`src/rtl/task_file_consts.svh`:
```
// Offsets, field positions, reset values, command codes and timing for the task file
`ifndef TASK_FILE_CONSTS_SVH
`define TASK_FILE_CONSTS_SVH
`define DA_DATA 3'h0
`define DA_ERROR 3'h1
`define DA_COUNT 3'h2
`define DA_SNUM 3'h3
`define DA_CYL_LOW 3'h4
`define DA_CYL_HIGH 3'h5
`define DA_DRIVE_HEAD 3'h6
`define DA_STATUS 3'h7
`define DA_DEV_CTL 3'h6
`define DH_LBA_BIT 6
`define DH_UNIT_BIT 4
`define DH_FIXED 8'hA0
`define ST_BUSY 7
`define ST_READY 6
`define ST_DRQ 3
`define ST_ERR 0
`define DC_SRST 2
`define DC_NIEN 1
`define RST_ERROR 8'h01
`define RST_COUNT 8'h01
`define RST_SNUM 8'h01
`define RST_CYL 8'h00
`define RST_DH 8'h00
`define DEF_SPT 8'h3F
`define DEF_HEAD_MAX 4'hF
`define SECTOR_BYTES 512
`define CLK_NS 50
`define BUSY_SET_NS 400
`define BUSY_SET_CYC ((`BUSY_SET_NS) / (`CLK_NS))
`define WR_BUSY_NS 5000
`define WR_BUSY_CYC ((`WR_BUSY_NS) / (`CLK_NS))
`define RESET_BUSY_S 30
`define RESET_BUSY_CYC (64'd1000000000 * (`RESET_BUSY_S) / (`CLK_NS))
`define CMD_RECAL_HI 4'h1
`define CMD_SEEK_HI 4'h7
`define CMD_READ_HI 6'h08
`define CMD_WRITE_HI 6'h0C
`define CMD_LONG_BIT 1
`define CMD_VERIFY_HI 7'h20
`define CMD_FORMAT 8'h50
`define CMD_DIAG 8'h90
`define CMD_INIT_PARAMS 8'h91
`define CMD_WRITE_MULT 8'hC5
`define CMD_READ_BUF 8'hE4
`define CMD_WRITE_BUF 8'hE8
`define CMD_IDENTIFY 8'hEC
`endif

```
`src/rtl/task_file_pkg.sv`:
```
// Types shared by the task file register bank
`default_nettype none
package task_file_pkg;
  typedef logic [7:0] byte_t;
  typedef enum logic [1:0] {
    PH_IDLE = 2'b00,
    PH_RESET = 2'b01,
    PH_EXEC = 2'b10,
    PH_WDATA = 2'b11
  } phase_e;
endpackage
`default_nettype wire

```
`src/rtl/disk_task_file_registers.sv`:
```
// Task file register bank of the drive's host interface
// Behaviour
// - Written count zero means 256 sectors.
// - Count decrements once per sector moved.
// - Successful transfer leaves count at zero.
// - Failed command leaves remaining count.
// - Init and format use count as sectors/track.
// - Sector number increments per sector moved.
// - LBA mode: sector number holds bits 0-7.
// - Cylinder registers track current cylinder.
// - LBA mode: cylinder low holds bits 8-15.
// - LBA mode: cylinder high holds bits 16-23.
// - Drive/head shows current head or LBA 24-27.
// - Drive/head bits 7 and 5 forced to one on each write; reset value 00.
// - Bit 6 selects CHS or LBA.
// - Bit 4 selects master or slave.
// - Bits 3-0 carry head or LBA top.
// - Status refreshed at command end; busy invalidates.
// - Status read clears pending interrupt.
// - Busy set while controller owns registers.
// - Busy within 400 ns of reset; max 30 s.
// - Busy within 400 ns of listed commands.
// - Busy within 5 us per written sector.
// - While busy, command block writes ignored, reads give status.
// - Reset values 01,01,01,00,00,00.
`timescale 1ns/100ps
`default_nettype none
`include "task_file_consts.svh"
module disk_task_file_registers #(
  parameter int RESET_BUSY_MAX = int'(`RESET_BUSY_CYC),
  parameter int ECC_BYTES = 4
) (
  // Clock and reset
  input wire logic mclk_in,
  input wire logic reset_in,
  // Host bus
  input wire logic host_cs_cmd_n_in,
  input wire logic host_cs_ctl_n_in,
  input wire logic [2:0] host_da_in,
  input wire logic host_rd_n_in,
  input wire logic host_wr_n_in,
  input wire task_file_pkg::byte_t host_data_in,
  output logic [7:0] host_data_out,
  output logic host_data_oe_out,
  output logic host_intrq_out,
  output logic host_intrq_oe_out,
  // Strap: 0 master, 1 slave
  input wire logic unit_strap_in,
  // Drive controller
  input wire logic ctrl_ready_in,
  input wire logic ctrl_drq_in,
  input wire logic ctrl_sector_done_in,
  input wire logic ctrl_cmd_done_in,
  input wire logic ctrl_cmd_error_in,
  input wire task_file_pkg::byte_t ctrl_error_code_in,
  input wire logic ctrl_release_in,
  // Task file towards the controller
  output logic cmd_strobe_out,
  output logic [7:0] cmd_code_out,
  output logic [7:0] sector_count_out,
  output logic [7:0] sector_number_out,
  output logic [15:0] cylinder_out,
  output logic [7:0] drive_head_out,
  output logic [7:0] sectors_per_track_out,
  output logic [3:0] head_max_out,
  output logic soft_reset_out,
  output logic busy_out,
  output logic block_ready_out
);
  import task_file_pkg::*;
  localparam int SET_MAX = `BUSY_SET_CYC;
  localparam int WR_MAX = `WR_BUSY_CYC;
  localparam logic [9:0] BLOCK_WORDS = 10'(`SECTOR_BYTES / 2);
  localparam logic [9:0] LONG_WORDS = 10'(`SECTOR_BYTES / 2 + ECC_BYTES);
  localparam logic [29:0] RESET_LAST = 30'(RESET_BUSY_MAX - 1);
  byte_t cnt_q, snum_q, cyl_low_q, cyl_high_q, dh_q, err_q, cmd_q, spt_q, data_q;
  logic [3:0] head_max_q;
  logic busy_q, srst_q, nien_q, int_pend_q, st_err_q, drdy_q, drq_q;
  logic wr_prev_n_q, rd_prev_n_q, unit_q, strap_done_q, cmd_strobe_q, block_ready_q;
  logic data_oe_q, intrq_q, intrq_oe_q, long_q;
  logic [9:0] words_q;
  logic [29:0] reset_cnt_q;
  phase_e phase_q;
  // Status byte; bits 5 and 4 are command dependent and read zero here
  function automatic byte_t status_byte(input logic bsy, input logic rdy, input logic drq, input logic err);
    return ({7'h00, bsy} << `ST_BUSY) | ({7'h00, rdy} << `ST_READY) | ({7'h00, drq} << `ST_DRQ)
      | ({7'h00, err} << `ST_ERR);
  endfunction
  function automatic logic busy_cmd(input byte_t c);
    return c[7:4] == `CMD_RECAL_HI || c[7:4] == `CMD_SEEK_HI || c[7:2] == `CMD_READ_HI
      || c[7:1] == `CMD_VERIFY_HI || c == `CMD_DIAG || c == `CMD_INIT_PARAMS
      || c == `CMD_READ_BUF || c == `CMD_IDENTIFY;
  endfunction
  function automatic logic write_cmd(input byte_t c);
    return c[7:2] == `CMD_WRITE_HI || c == `CMD_FORMAT || c == `CMD_WRITE_BUF || c == `CMD_WRITE_MULT;
  endfunction
  function automatic logic geometry_cmd(input byte_t c);
    return c == `CMD_INIT_PARAMS || c == `CMD_FORMAT;
  endfunction
  logic cmd_sel, ctl_sel, wr_edge, rd_edge, selected, reg_wr, cmd_wr, stat_rd, data_wr;
  byte_t status_now;
  assign cmd_sel = !host_cs_cmd_n_in && host_cs_ctl_n_in;
  assign ctl_sel = !host_cs_ctl_n_in && host_cs_cmd_n_in;
  assign wr_edge = wr_prev_n_q && !host_wr_n_in;
  assign rd_edge = rd_prev_n_q && !host_rd_n_in;
  assign selected = dh_q[`DH_UNIT_BIT] == unit_q;
  assign reg_wr = wr_edge && cmd_sel && !busy_q && !srst_q;
  assign cmd_wr = reg_wr && host_da_in == `DA_STATUS && selected;
  assign data_wr = reg_wr && host_da_in == `DA_DATA && selected && phase_q == PH_WDATA;
  assign stat_rd = rd_edge && cmd_sel && host_da_in == `DA_STATUS && selected;
  assign status_now = status_byte(busy_q, drdy_q, drq_q, st_err_q);
  // Strobe edges and strap capture after reset release
  always_ff @(posedge mclk_in or posedge reset_in) begin
    if (reset_in) begin
      wr_prev_n_q <= 1'b1;
      rd_prev_n_q <= 1'b1;
      unit_q <= 1'b0;
      strap_done_q <= 1'b0;
    end else begin
      wr_prev_n_q <= host_wr_n_in;
      rd_prev_n_q <= host_rd_n_in;
      if (!strap_done_q) begin
        unit_q <= unit_strap_in;
        strap_done_q <= 1'b1;
      end
    end
  end

  // Device control register
  always_ff @(posedge mclk_in or posedge reset_in) begin
    if (reset_in) begin
      srst_q <= 1'b0;
      nien_q <= 1'b0;
    end else if (wr_edge && ctl_sel && host_da_in == `DA_DEV_CTL) begin
      srst_q <= host_data_in[`DC_SRST];
      nien_q <= host_data_in[`DC_NIEN];
    end
  end
  // Sector count
  always_ff @(posedge mclk_in or posedge reset_in) begin
    if (reset_in) begin
      cnt_q <= `RST_COUNT;
    end else if (srst_q) begin
      cnt_q <= `RST_COUNT;
    end else if (ctrl_cmd_done_in && !ctrl_cmd_error_in && !geometry_cmd(cmd_q)) begin
      cnt_q <= 8'h00;
    end else if (ctrl_sector_done_in && busy_q) begin
      cnt_q <= cnt_q - 8'h01;
    end else if (reg_wr && host_da_in == `DA_COUNT) begin
      cnt_q <= host_data_in;
    end
  end
  // Address registers: sector, cylinder, drive/head
  always_ff @(posedge mclk_in or posedge reset_in) begin
    if (reset_in) begin
      snum_q <= `RST_SNUM;
      cyl_low_q <= `RST_CYL;
      cyl_high_q <= `RST_CYL;
      dh_q <= `RST_DH;
    end else if (srst_q) begin
      snum_q <= `RST_SNUM;
      cyl_low_q <= `RST_CYL;
      cyl_high_q <= `RST_CYL;
      dh_q <= `RST_DH;
    end else if (ctrl_sector_done_in && busy_q) begin
      if (dh_q[`DH_LBA_BIT]) begin
        {dh_q[3:0], cyl_high_q, cyl_low_q, snum_q} <=
          28'({dh_q[3:0], cyl_high_q, cyl_low_q, snum_q} + 28'h0000001);
      end else if (snum_q >= spt_q) begin
        snum_q <= 8'h01;
        if (dh_q[3:0] >= head_max_q) begin
          dh_q[3:0] <= 4'h0;
          {cyl_high_q, cyl_low_q} <= 16'({cyl_high_q, cyl_low_q} + 16'h0001);
        end else begin
          dh_q[3:0] <= dh_q[3:0] + 4'h1;
        end
      end else begin
        snum_q <= snum_q + 8'h01;
      end
    end else if (reg_wr) begin
      unique case (host_da_in)
        `DA_SNUM: snum_q <= host_data_in;
        `DA_CYL_LOW: cyl_low_q <= host_data_in;
        `DA_CYL_HIGH: cyl_high_q <= host_data_in;
        `DA_DRIVE_HEAD: dh_q <= host_data_in | `DH_FIXED;
        default: ;
      endcase
    end
  end
  // Geometry latched by init; format latches only sectors per track
  always_ff @(posedge mclk_in or posedge reset_in) begin
    if (reset_in) begin
      spt_q <= `DEF_SPT;
      head_max_q <= `DEF_HEAD_MAX;
    end else if (cmd_wr && geometry_cmd(host_data_in)) begin
      spt_q <= cnt_q;
      if (host_data_in == `CMD_INIT_PARAMS) begin
        head_max_q <= dh_q[3:0];
      end
    end
  end

  // Busy and command phase
  always_ff @(posedge mclk_in or posedge reset_in) begin
    if (reset_in) begin
      busy_q <= 1'b1;
      phase_q <= PH_RESET;
      reset_cnt_q <= 30'h00000000;
      words_q <= 10'h000;
      long_q <= 1'b0;
      block_ready_q <= 1'b0;
    end else begin
      block_ready_q <= 1'b0;
      if (srst_q) begin
        busy_q <= 1'b1;
        phase_q <= PH_RESET;
        reset_cnt_q <= 30'h00000000;
      end else begin
        unique case (phase_q)
          PH_RESET: begin
            reset_cnt_q <= reset_cnt_q + 30'h00000001;
            if (ctrl_ready_in || reset_cnt_q >= RESET_LAST) begin
              busy_q <= 1'b0;
              phase_q <= PH_IDLE;
            end
          end
          PH_IDLE: begin
            if (cmd_wr) begin
              busy_q <= busy_cmd(host_data_in) || !write_cmd(host_data_in);
              phase_q <= write_cmd(host_data_in) ? PH_WDATA : PH_EXEC;
              long_q <= host_data_in[7:2] == `CMD_WRITE_HI && host_data_in[`CMD_LONG_BIT];
              words_q <= 10'h000;
            end
          end
          PH_EXEC, PH_WDATA: begin
            if (ctrl_cmd_done_in) begin
              busy_q <= 1'b0;
              phase_q <= PH_IDLE;
            end else if (ctrl_release_in) begin
              busy_q <= 1'b0;
            end else if (data_wr) begin
              if (words_q == (long_q ? LONG_WORDS : BLOCK_WORDS) - 10'h001) begin
                busy_q <= 1'b1;
                block_ready_q <= 1'b1;
                words_q <= 10'h000;
              end else begin
                words_q <= words_q + 10'h001;
              end
            end
          end
        endcase
      end
    end
  end

  // Status, error register and pending interrupt
  always_ff @(posedge mclk_in or posedge reset_in) begin
    if (reset_in) begin
      err_q <= `RST_ERROR;
      st_err_q <= 1'b0;
      drdy_q <= 1'b0;
      drq_q <= 1'b0;
      int_pend_q <= 1'b0;
    end else begin
      drdy_q <= ctrl_ready_in;
      drq_q <= ctrl_drq_in;
      if (srst_q) begin
        err_q <= `RST_ERROR;
        st_err_q <= 1'b0;
      end else if (ctrl_cmd_done_in) begin
        err_q <= ctrl_error_code_in;
        st_err_q <= ctrl_cmd_error_in;
      end else if (cmd_wr) begin
        st_err_q <= 1'b0;
      end
      // A new event wins over the acknowledging read
      if (srst_q) begin
        int_pend_q <= 1'b0;
      end else if (ctrl_cmd_done_in || ctrl_release_in) begin
        int_pend_q <= 1'b1;
      end else if (stat_rd) begin
        int_pend_q <= 1'b0;
      end
    end
  end
  // Host read data and pin enables
  always_ff @(posedge mclk_in or posedge reset_in) begin
    if (reset_in) begin
      data_q <= 8'h00;
      data_oe_q <= 1'b0;
      intrq_q <= 1'b0;
      intrq_oe_q <= 1'b0;
    end else begin
      data_oe_q <= !host_rd_n_in && selected && ((cmd_sel && host_da_in != `DA_DATA)
        || (ctl_sel && host_da_in == `DA_DEV_CTL));
      intrq_q <= int_pend_q;
      intrq_oe_q <= selected && !nien_q;
      if (rd_edge && (ctl_sel || busy_q)) begin
        data_q <= status_now;
      end else if (rd_edge && cmd_sel) begin
        unique case (host_da_in)
          `DA_ERROR: data_q <= err_q;
          `DA_COUNT: data_q <= cnt_q;
          `DA_SNUM: data_q <= snum_q;
          `DA_CYL_LOW: data_q <= cyl_low_q;
          `DA_CYL_HIGH: data_q <= cyl_high_q;
          `DA_DRIVE_HEAD: data_q <= dh_q;
          `DA_STATUS: data_q <= status_now;
          default: data_q <= 8'h00;
        endcase
      end
    end
  end
  // Command handed to the controller
  always_ff @(posedge mclk_in or posedge reset_in) begin
    if (reset_in) begin
      cmd_q <= 8'h00;
      cmd_strobe_q <= 1'b0;
    end else begin
      cmd_strobe_q <= cmd_wr;
      if (cmd_wr) begin
        cmd_q <= host_data_in;
      end
    end
  end

  assign host_data_out = data_q;
  assign host_data_oe_out = data_oe_q;
  assign host_intrq_out = intrq_q;
  assign host_intrq_oe_out = intrq_oe_q;
  assign cmd_strobe_out = cmd_strobe_q;
  assign cmd_code_out = cmd_q;
  assign sector_count_out = cnt_q;
  assign sector_number_out = snum_q;
  assign cylinder_out = {cyl_high_q, cyl_low_q};
  assign drive_head_out = dh_q;
  assign sectors_per_track_out = spt_q;
  assign head_max_out = head_max_q;
  assign soft_reset_out = srst_q;
  assign busy_out = busy_q;
  assign block_ready_out = block_ready_q;

  logic [29:0] busy_run_q;
  always_ff @(posedge mclk_in or posedge reset_in) begin
    if (reset_in) begin
      busy_run_q <= 30'h00000000;
    end else begin
      busy_run_q <= (phase_q == PH_RESET && busy_q && !srst_q) ? busy_run_q + 30'h00000001 : 30'h00000000;
    end
  end
endmodule
`default_nettype wire

```
`config.mk`:
```
export PLATFORM = sky130hd
export DESIGN_NAME = disk_task_file_registers
export DESIGN_NICKNAME = d
export VERILOG_FILES = /design/src/rtl/task_file_pkg.sv /design/src/rtl/disk_task_file_registers.sv
export VERILOG_INCLUDE_DIRS = /design/src /design/src/rtl
export SDC_FILE = /design/constraint.sdc
export NUM_CORES = 1
export LEC_CHECK = 0
export BUFFER_PORTS_ARGS = -buffer_cell sky130_fd_sc_hd__buf_2
export CAP_MARGIN = 20
export CORE_ASPECT_RATIO = 0.6
export CORE_MARGIN = 2
export CORE_UTILIZATION = 55
export DETAILED_ROUTE_END_ITERATION = 10
export HOLD_SLACK_MARGIN = 0.08
export PLACE_DENSITY = 0.77
export SKIP_LAST_GASP = 1
export SLEW_MARGIN = 5
export SYNTH_ARGS = -nofsm -noshare
export SYNTH_HDL_FRONTEND = slang
export SYNTH_SLANG_ARGS = --single-unit
export TNS_END_PERCENT = 10
```
`constraint.sdc`:
```
create_clock -name mclk_in -period 5.2 [get_ports mclk_in]
set_clock_uncertainty 0.1 [all_clocks]
set_input_delay 0.52 -clock mclk_in [delete_from_list [all_inputs] [get_ports mclk_in]]
set_output_delay 0.52 -clock mclk_in [all_outputs]
set_load 0.005 [all_outputs]
```
==> results of run 1 <==
[cell type report]
class                      count  area (um^2)  share of cell area, %
timing repair buffer         113          588                   6.39
sequential                   134         3380                   36.7
tap                          192          240                   2.61
clock buffer                  18          429                   4.66
clock inverter                14          248                   2.69
multi-input combinational    648         4180                   45.4
inverter                      37          141                   1.54
[per-layer routing]
| layer | part of all wire (%) | wire (um) | up-vias | GRT usage (%) |
|---|---|---|---|---|
| met3 | 13 | 3160 | 55 | 8.70 |
| met4 | 2.1 | 483 | 0 | 9.88 |
| met1 | 46 | 10800 | 3538 | 49.0 |
| met5 | 0 | 0 | - | 1.95 |
| met2 | 39 | 9070 | 528 | 39.6 |
| li1 | - | - | 3353 | - |
[report_power, final]
group | switching, W | internal [W]
logic | 0.000812 | 0.000570
clock network | 0.000487 | 0.000906
registers | 0.000383 | 0.00125
total | 0.00168 | 0.00272
[how the worst min path moves through the flow]
| stage | endpoint | slack [ns] | depth (start not counted) |
|---|---|---|---|
| 2_1_floorplan | host_intrq_out$_DFF_PP0_ | 0.25 | 0 |
| 3_3_place_gp | host_intrq_out$_DFF_PP0_ | 0.29 | 0 |
| 3_5_place_dp | host_intrq_out$_DFF_PP0_ | 0.29 | 0 |
| 4_1_cts | drq_q$_DFF_PP0_ | 0.11 | 1 |
| 5_1_grt | drq_q$_DFF_PP0_ | 0.12 | 1 |
| 6_report | drq_q$_DFF_PP0_ | 0.12 | 1 |
[cell families (layout without fill, tap and decap cells)]
family | Yosys count | count (layout) | share of synthesized area [%]
simple gates | 327 | 327 | 21.2
mux | 45 | 45 | 6.46
flops | 134 | 134 | 42.7
xor+xnor | 31 | 31 | 3.43
buf+inv | 82 | 182 | 4.45
other cells | 1 | 1 | 0.0474
fa+ha+maj | 18 | 18 | 2.85
compound gates | 226 | 226 | 18.9
[stage by stage]
step,cell area (um^2),setup WS [ns],instances,util [%],hold WS (ns)
6_report,9200,2.22,1156,66.5,0.117
2_1_floorplan,7910,1.03,864,-,0.254
5_1_grt,9200,2.15,1156,66.5,0.121
4_1_cts,9170,2.11,1153,66.3,0.112
3_5_place_dp,8500,2.07,1121,61.4,0.290
3_3_place_gp,8500,2.10,1121,61.4,0.293
[placed cells by master (no fill, tap or decap), drive strengths merged, types with 5 or more instances in the layout]
cell,synthesis,final
nor3b,5,5
clkbuf,25,18
a221oi,9,9
and3,17,17
nand4,20,20
and2,11,11
nand2,72,72
buf,20,113
o31ai,14,14
o21ai,65,65
nand3,34,34
xnor2,13,13
a31oi,11,11
or3,10,10
nor2,91,91
mux2i,21,21
a32o,7,7
and4,7,7
nor4,7,7
o21a,5,5
nand2b,6,6
mux2,22,22
nor2b,9,9
nor3,21,21
bufinv,0,6
ha,18,18
o22a,8,8
a21oi,51,51
xor2,18,18
a211oi,7,7
dfstp,17,17
inv,37,39
dfrtp,117,117
[registers in the layout, indices dropped and copies added, names as in the netlist, 2 cells and up]
register               cells
words_q                   10
host_data_out              8
sector_number_out          8
phase_q                    2
cyl_low_q                  8
cyl_high_q                 8
sector_count_out           8
err_q                      8
sectors_per_track_out      8
reset_cnt_q               30
cmd_code_out               8
head_max_out               4
drive_head_out             7
==> impl_metrics.csv, run 1 <==
group,metric,value,unit
flow_run,maxCapViolations,0,
logic_synthesis,ys_seq_area_share,42.7,%
min_path,worstHoldStart,"ctrl_drq_in",
routing,first_pass_iters,7,
floorplanning,ios,107,
critical_path,endpoint,"head_max_out[1]$_DFFE_PP1P_",
floorplanning,die_w,159,um
critical_path,cpMaxStageDelayCell,"nor4_4",
layout,fillers,1126,
sta,finalHoldViolations,0,
clocking,cts_buffers,17,
critical_path,crit_path_max_fanout,13,
logic_synthesis,synth.largest_area_cell,"dfrtp_1",
floorplanning,core_area,13800,um^2
critical_path,critPathLaunch,"wr_prev_n_q$_DFF_PP1_",
routing,totalWireLength,23500,um
layout,area_delta_synth_final,16.4,%
critical_path,reg2reg_depth,5,
placed_design,placement.io_buffers,106,
logic_synthesis,async_reset_ff_share,100,%
routing,vias,7474,
sta,fmax,335,MHz
critical_path,max_stage_delay,0.79,ns
critical_path,r2r-end,"head_max_out[1]$_DFFE_PP1P_",
layout,antenna_cells,0,
logic_synthesis,synth-main-ff-cell,"dfrtp_1",
logic_synthesis,synth.most_common_cell,"dfrtp_1",
grt,grt_pass1_vias,6789,
layout,fin_nets,1001,
power_and_ir_drop,power,0.00440,W
critical_path,critPathTopFamily,"simple AND/OR/NAND/NOR gates",
clocking,cts.sinks,134,
sta,slew_headroom,29.3,%
floorplanning,die-height,96.9,um
routing,initialDrtViolationCount,873,
critical_path,r2r-start,"wr_prev_n_q$_DFF_PP1_",
logic_synthesis,synth_common_cells,"dfrtp_1, nor2_1, nand2_1",
critical_path,crit_path_end_kind,"flip-flop",
min_path,holdCritPathClass,"in -> reg",
clocking,root_buffer,"clkbuf_16",
routing,drtAntennaViolNets,0,
sta,setup_tns,0,ns
clocking,clkTransAtPathRegs,0.06,ns
clocking,tritoncts,"yes",
placed_design,dp_hpwl,16600,um
critical_path,cp_num_cells,5,
logic_synthesis,syn_inst,864,
layout,drive_gt1_share,21.2,%
sta,slew_viol_final,0,
clocking,cts_hold_buf,0,
grt,grt_pass1_wl,37500,um
logic_synthesis,synth_warnings,0,
logic_synthesis,netlist_area,7910,um^2
placed_design,gp_congestion,0.951,
critical_path,arrival,3.22,ns
routing,viasPerCell,6.47,
sta,fin_crit,2.98,ns
logic_synthesis,yosysUniqueCellTypes,77,
routing,post-route-drc-count,0,
grt,grtUsageTotal,30.9,%
logic_synthesis,synth_edf_count,0,
logic_synthesis,synth_top_area_share,37.0,%
routing,wl_per_cell,20.3,um
clocking,clock_path_buffers,2,
grt,gr-total-overflow,0,
critical_path,crit_chain,"or4b_4 -> nor4_4 -> nor3b_2 -> nand4_2 -> mux2_2",
clocking,clk-insertion-delay-late,0.42,ns
sta,finalCritPeriodShare,57.4,%
critical_path,worstPathRequired,5.44,ns
clocking,postCtsSetupRepairBufs,0,
clocking,htreeDepth,4,
critical_path,crit_type,"reg -> reg",
run_status,status,"finished, final reports clean",
grt,grt_max_degree,71,
logic_synthesis,synth_area_leaders,"dfrtp_1, dfstp_2, nor2_1",
floorplanning,start_util,57.2,%
critical_path,start_kind,"flip-flop",
sta,setup_viol,0,
power_and_ir_drop,vdd_drop_max,0.248,mV
power_and_ir_drop,power_density,479,nW/um^2
sta,rsz0062_at_grt,"no",
sta,worst_slew_pin_slew,1.05,ns
logic_synthesis,syn_nets,914,
critical_path,regToRegSetupSlack,2.22,ns
floorplanning,rows,33,
grt,antenna_found_initial,0,
logic_synthesis,synth_seq_cells,134,
power_and_ir_drop,p_leak,4.14,nW
logic_synthesis,avgSynthCellArea,9.15,um^2
floorplanning,die-area,15400,um^2
critical_path,crit_buf_inv,0,
clocking,cts_resized,0,
(Power assumes the default switching activity.)
==> run 2: changes to the inputs <==
- ABC_AREA: unset -> 1
- PLACE_DENSITY: 0.77 -> 0.76
- clock period: 5.2 -> 2.8 ns (I/O delays scaled with it)
==> run 2 against run 1 <==
Final cell count is 37% higher. Sequential cell count did not move. Non-clock buffer count grew 27. Synthesized area rose by 8.9%. Wire length up 20%. Global-route usage grew 4.1 points. Power rose by 81%. Sequential power increased by 83%. Setup slack lost 1.9 ns. Final area rose by 10%. Sequential share of layout area shrank 3.4 points. Largest cell class unchanged. Largest power group unchanged. Highest routed layer is now met5.
==> impl_metrics.csv, run 2 <==
group,metric,value,unit
run_status,status,"finished, final reports clean",
layout,fin_nets,1419,
min_path,worstHoldStart,"host_data_in[0]",
clocking,cts.sinks,134,
clocking,clk-insertion-delay-late,0.42,ns
power_and_ir_drop,p_leak,5.06,nW
logic_synthesis,ys_seq_area_share,39.2,%
floorplanning,die_w,166,um
critical_path,crit_path_max_fanout,14,
critical_path,critPathLaunch,"sectors_per_track_out[5]$_DFFE_PP1P_",
sta,setup_viol,0,
logic_synthesis,synth.most_common_cell,"nand2_1",
grt,grtUsageTotal,35.0,%
clocking,root_buffer,"clkbuf_16",
routing,wl_met2,10500,um
floorplanning,core_area,15300,um^2
clocking,cts_buffers,17,
grt,antenna_found_initial,1,
clocking,clkTransAtPathRegs,0.06,ns
logic_synthesis,syn_nets,1281,
sta,slew_viol_final,0,
layout,fillers,1352,
layout,drive_gt1_share,16.6,%
logic_synthesis,syn_inst,1231,
routing,vias,9093,
critical_path,crit_type,"reg -> reg",
logic_synthesis,synth_edf_count,0,
clocking,clock_path_buffers,2,
layout,layout_common_cells,"nand2_1, inv_1, nor2_1",
critical_path,reg2reg_depth,9,
routing,totalWireLength,28200,um
routing,wl_met3,4130,um
floorplanning,die-height,101,um
sta,whs,0.109,ns
sta,finalCritPeriodShare,89.7,%
clocking,tritoncts,"yes",
grt,grt_pass1_vias,8059,
sta,setup_tns,0,ns
layout,regMostFlops,"reset_cnt_q",
routing,top_layer,"met5",
floorplanning,start_util,56.2,%
routing,drt-met1-wl,13200,um
layout,largest_reg_flops,30,
logic_synthesis,synth_common_cells,"nand2_1, inv_1, nor2_1",
layout,multiInputGateArea,4410,um^2
layout,area_delta_synth_final,17.9,%
logic_synthesis,synth_top_area_share,34.0,%
grt,grt_pass1_wl,44500,um
placed_design,gp_congestion,1.01,
power_and_ir_drop,power,0.00799,W
critical_path,start_kind,"flip-flop",
routing,viasPerCell,5.74,
routing,first_pass_iters,6,
layout,reg_top3,"reset_cnt_q (30), words_q (10)",
routing,initialDrtViolationCount,1248,
layout,antenna_cells,0,
routing,drtAntennaViolNets,0,
critical_path,arrival,2.68,ns
logic_synthesis,synth-main-ff-cell,"dfrtp_1",
layout,fin_cells,1585,
power_and_ir_drop,vdd_drop_max,0.390,mV
routing,wl_per_cell,17.8,um
logic_synthesis,avgSynthCellArea,6.99,um^2
sta,fmax,398,MHz
critical_path,r2r-start,"sectors_per_track_out[5]$_DFFE_PP1P_",
grt,gr-total-overflow,0,
logic_synthesis,yosysUniqueCellTypes,52,
clocking,htreeDepth,4,
placed_design,dp_hpwl,21100,um
logic_synthesis,synth.largest_area_cell,"dfrtp_1",
layout,seqCellArea,3370,um^2
grt,grt_max_degree,66,
sta,worst_slew_pin_slew,0.720,ns
critical_path,crit_path_end_kind,"flip-flop",
floorplanning,rows,35,
logic_synthesis,async_reset_ff_share,100,%
flow_run,maxCapViolations,0,
sta,fin_crit,2.51,ns
floorplanning,die-area,16700,um^2
placed_design,dp_cells,1537,
logic_synthesis,netlist_area,8610,um^2
logic_synthesis,synth_area_leaders,"dfrtp_1, nand2_1, inv_1",
critical_path,worstPathRequired,2.97,ns
min_path,whs_path_depth,3,
floorplanning,ios,107,
placed_design,placement.io_buffers,106,
logic_synthesis,synth_seq_cells,134,
min_path,holdCritPathClass,"in -> reg",
sta,slew_headroom,52.0,%
sta,finalHoldViolations,0,
sta,rsz0062_at_grt,"no",
clocking,cts_resized,0,
logic_synthesis,synth_warnings,0,
power_and_ir_drop,power_density,787,nW/um^2
layout,final_common_cell,"nand2_1",
routing,post-route-drc-count,0,
==> run 2: changes by cell type after synthesis, moves of 20 or more <==
| cell | previous run | this run |
|---|---|---|
| nand2_1 | 70 | 331 |
| inv_1 | 37 | 174 |
| nand3_1 | 34 | 94 |
| nor2_1 | 91 | 134 |
| clkbuf_1 | 25 | 2 |
| o21ai_0 | 62 | 85 |
| mux2_2 | 20 | 0 |
| mux2i_1 | 21 | 1 |
==> run 2: worst paths after layout <==
path / end / slack [ns]
min in group asynchronous: reset_cnt_q[20]$_DFFE_PP0P_ / 0.39
setup / recovery: cyl_low_q[2]$_DFFE_PP0P_ / 0.29
hold reg to reg: host_intrq_out$_DFF_PP0_ / 0.33
max in group asynchronous: head_max_out[3]$_DFFE_PP1P_ / 1.37
hold / removal: cmd_code_out[0]$_DFFE_PP0P_ / 0.11
setup reg to reg: cyl_low_q[2]$_DFFE_PP0P_ / 0.29
==> run 2: final cells by class <==
type                            instances  area share, %
Tap cell                              203           2.50
Sequential cell                       134           33.3
Timing Repair Buffer                  140           8.26
Inverter                              181           6.74
Clock buffer                           21           4.54
Clock inverter                         11           1.22
Multi-Input combinational cell        895           43.5
==> run 2: layer usage <==
layer  GRT usage, %  vias up
met5              0        -
met4           7.43        2
met3           12.5       47
met2           43.9      575
met1           56.2     4205
li1               -     4264
==> run 2: critical path: stages, from the launching register on <==
cell and delay [ns]:
dfstp_2 0.53, inv_1 0.05, ha_1 0.31, nand2_1 0.07
nor2_1 0.16, nand4_1 0.14, nand4_1 0.25, nand3_1 0.46
nand2_1 0.19, o21ai_0 0.10
==> run 2: power by group <==
group          internal, W  switching (W)
sequential         0.00234       0.000639
clock              0.00136       0.000911
combinational     0.000977        0.00176
==> run 2: repair_timing <==
item                                    4_1_cts  5_1_grt
hold buffers                                 16        0
endpoints found under the hold margin        41        0
endpoints found under the setup margin        0        0
buffers inserted                              0        0
==> run 2: logic make-up after synthesis <==
logic type	after synthesis	synth area share, %
compound gates	200	13.0
xor+xnor	13	1.32
fa+ha+maj	18	2.62
buf+inv	202	9.55
flops	134	39.2
mux	1	0.116
other cells	1	0.0436
simple gates	662	34.2
==> run 2: stage by stage <==
| stage | cell area [um^2] | worst slack [ns] | util [%] |
|---|---|---|---|
| floorplan | 8610 | 0.769 | - |
| global placement | 9400 | 0.549 | 61.3 |
| detailed placement | 9400 | 0.414 | 61.3 |
| CTS | 10100 | 0.400 | 66.2 |
| global route | 10100 | 0.0917 | 66.2 |
| finish | 10100 | 0.290 | 66.2 |
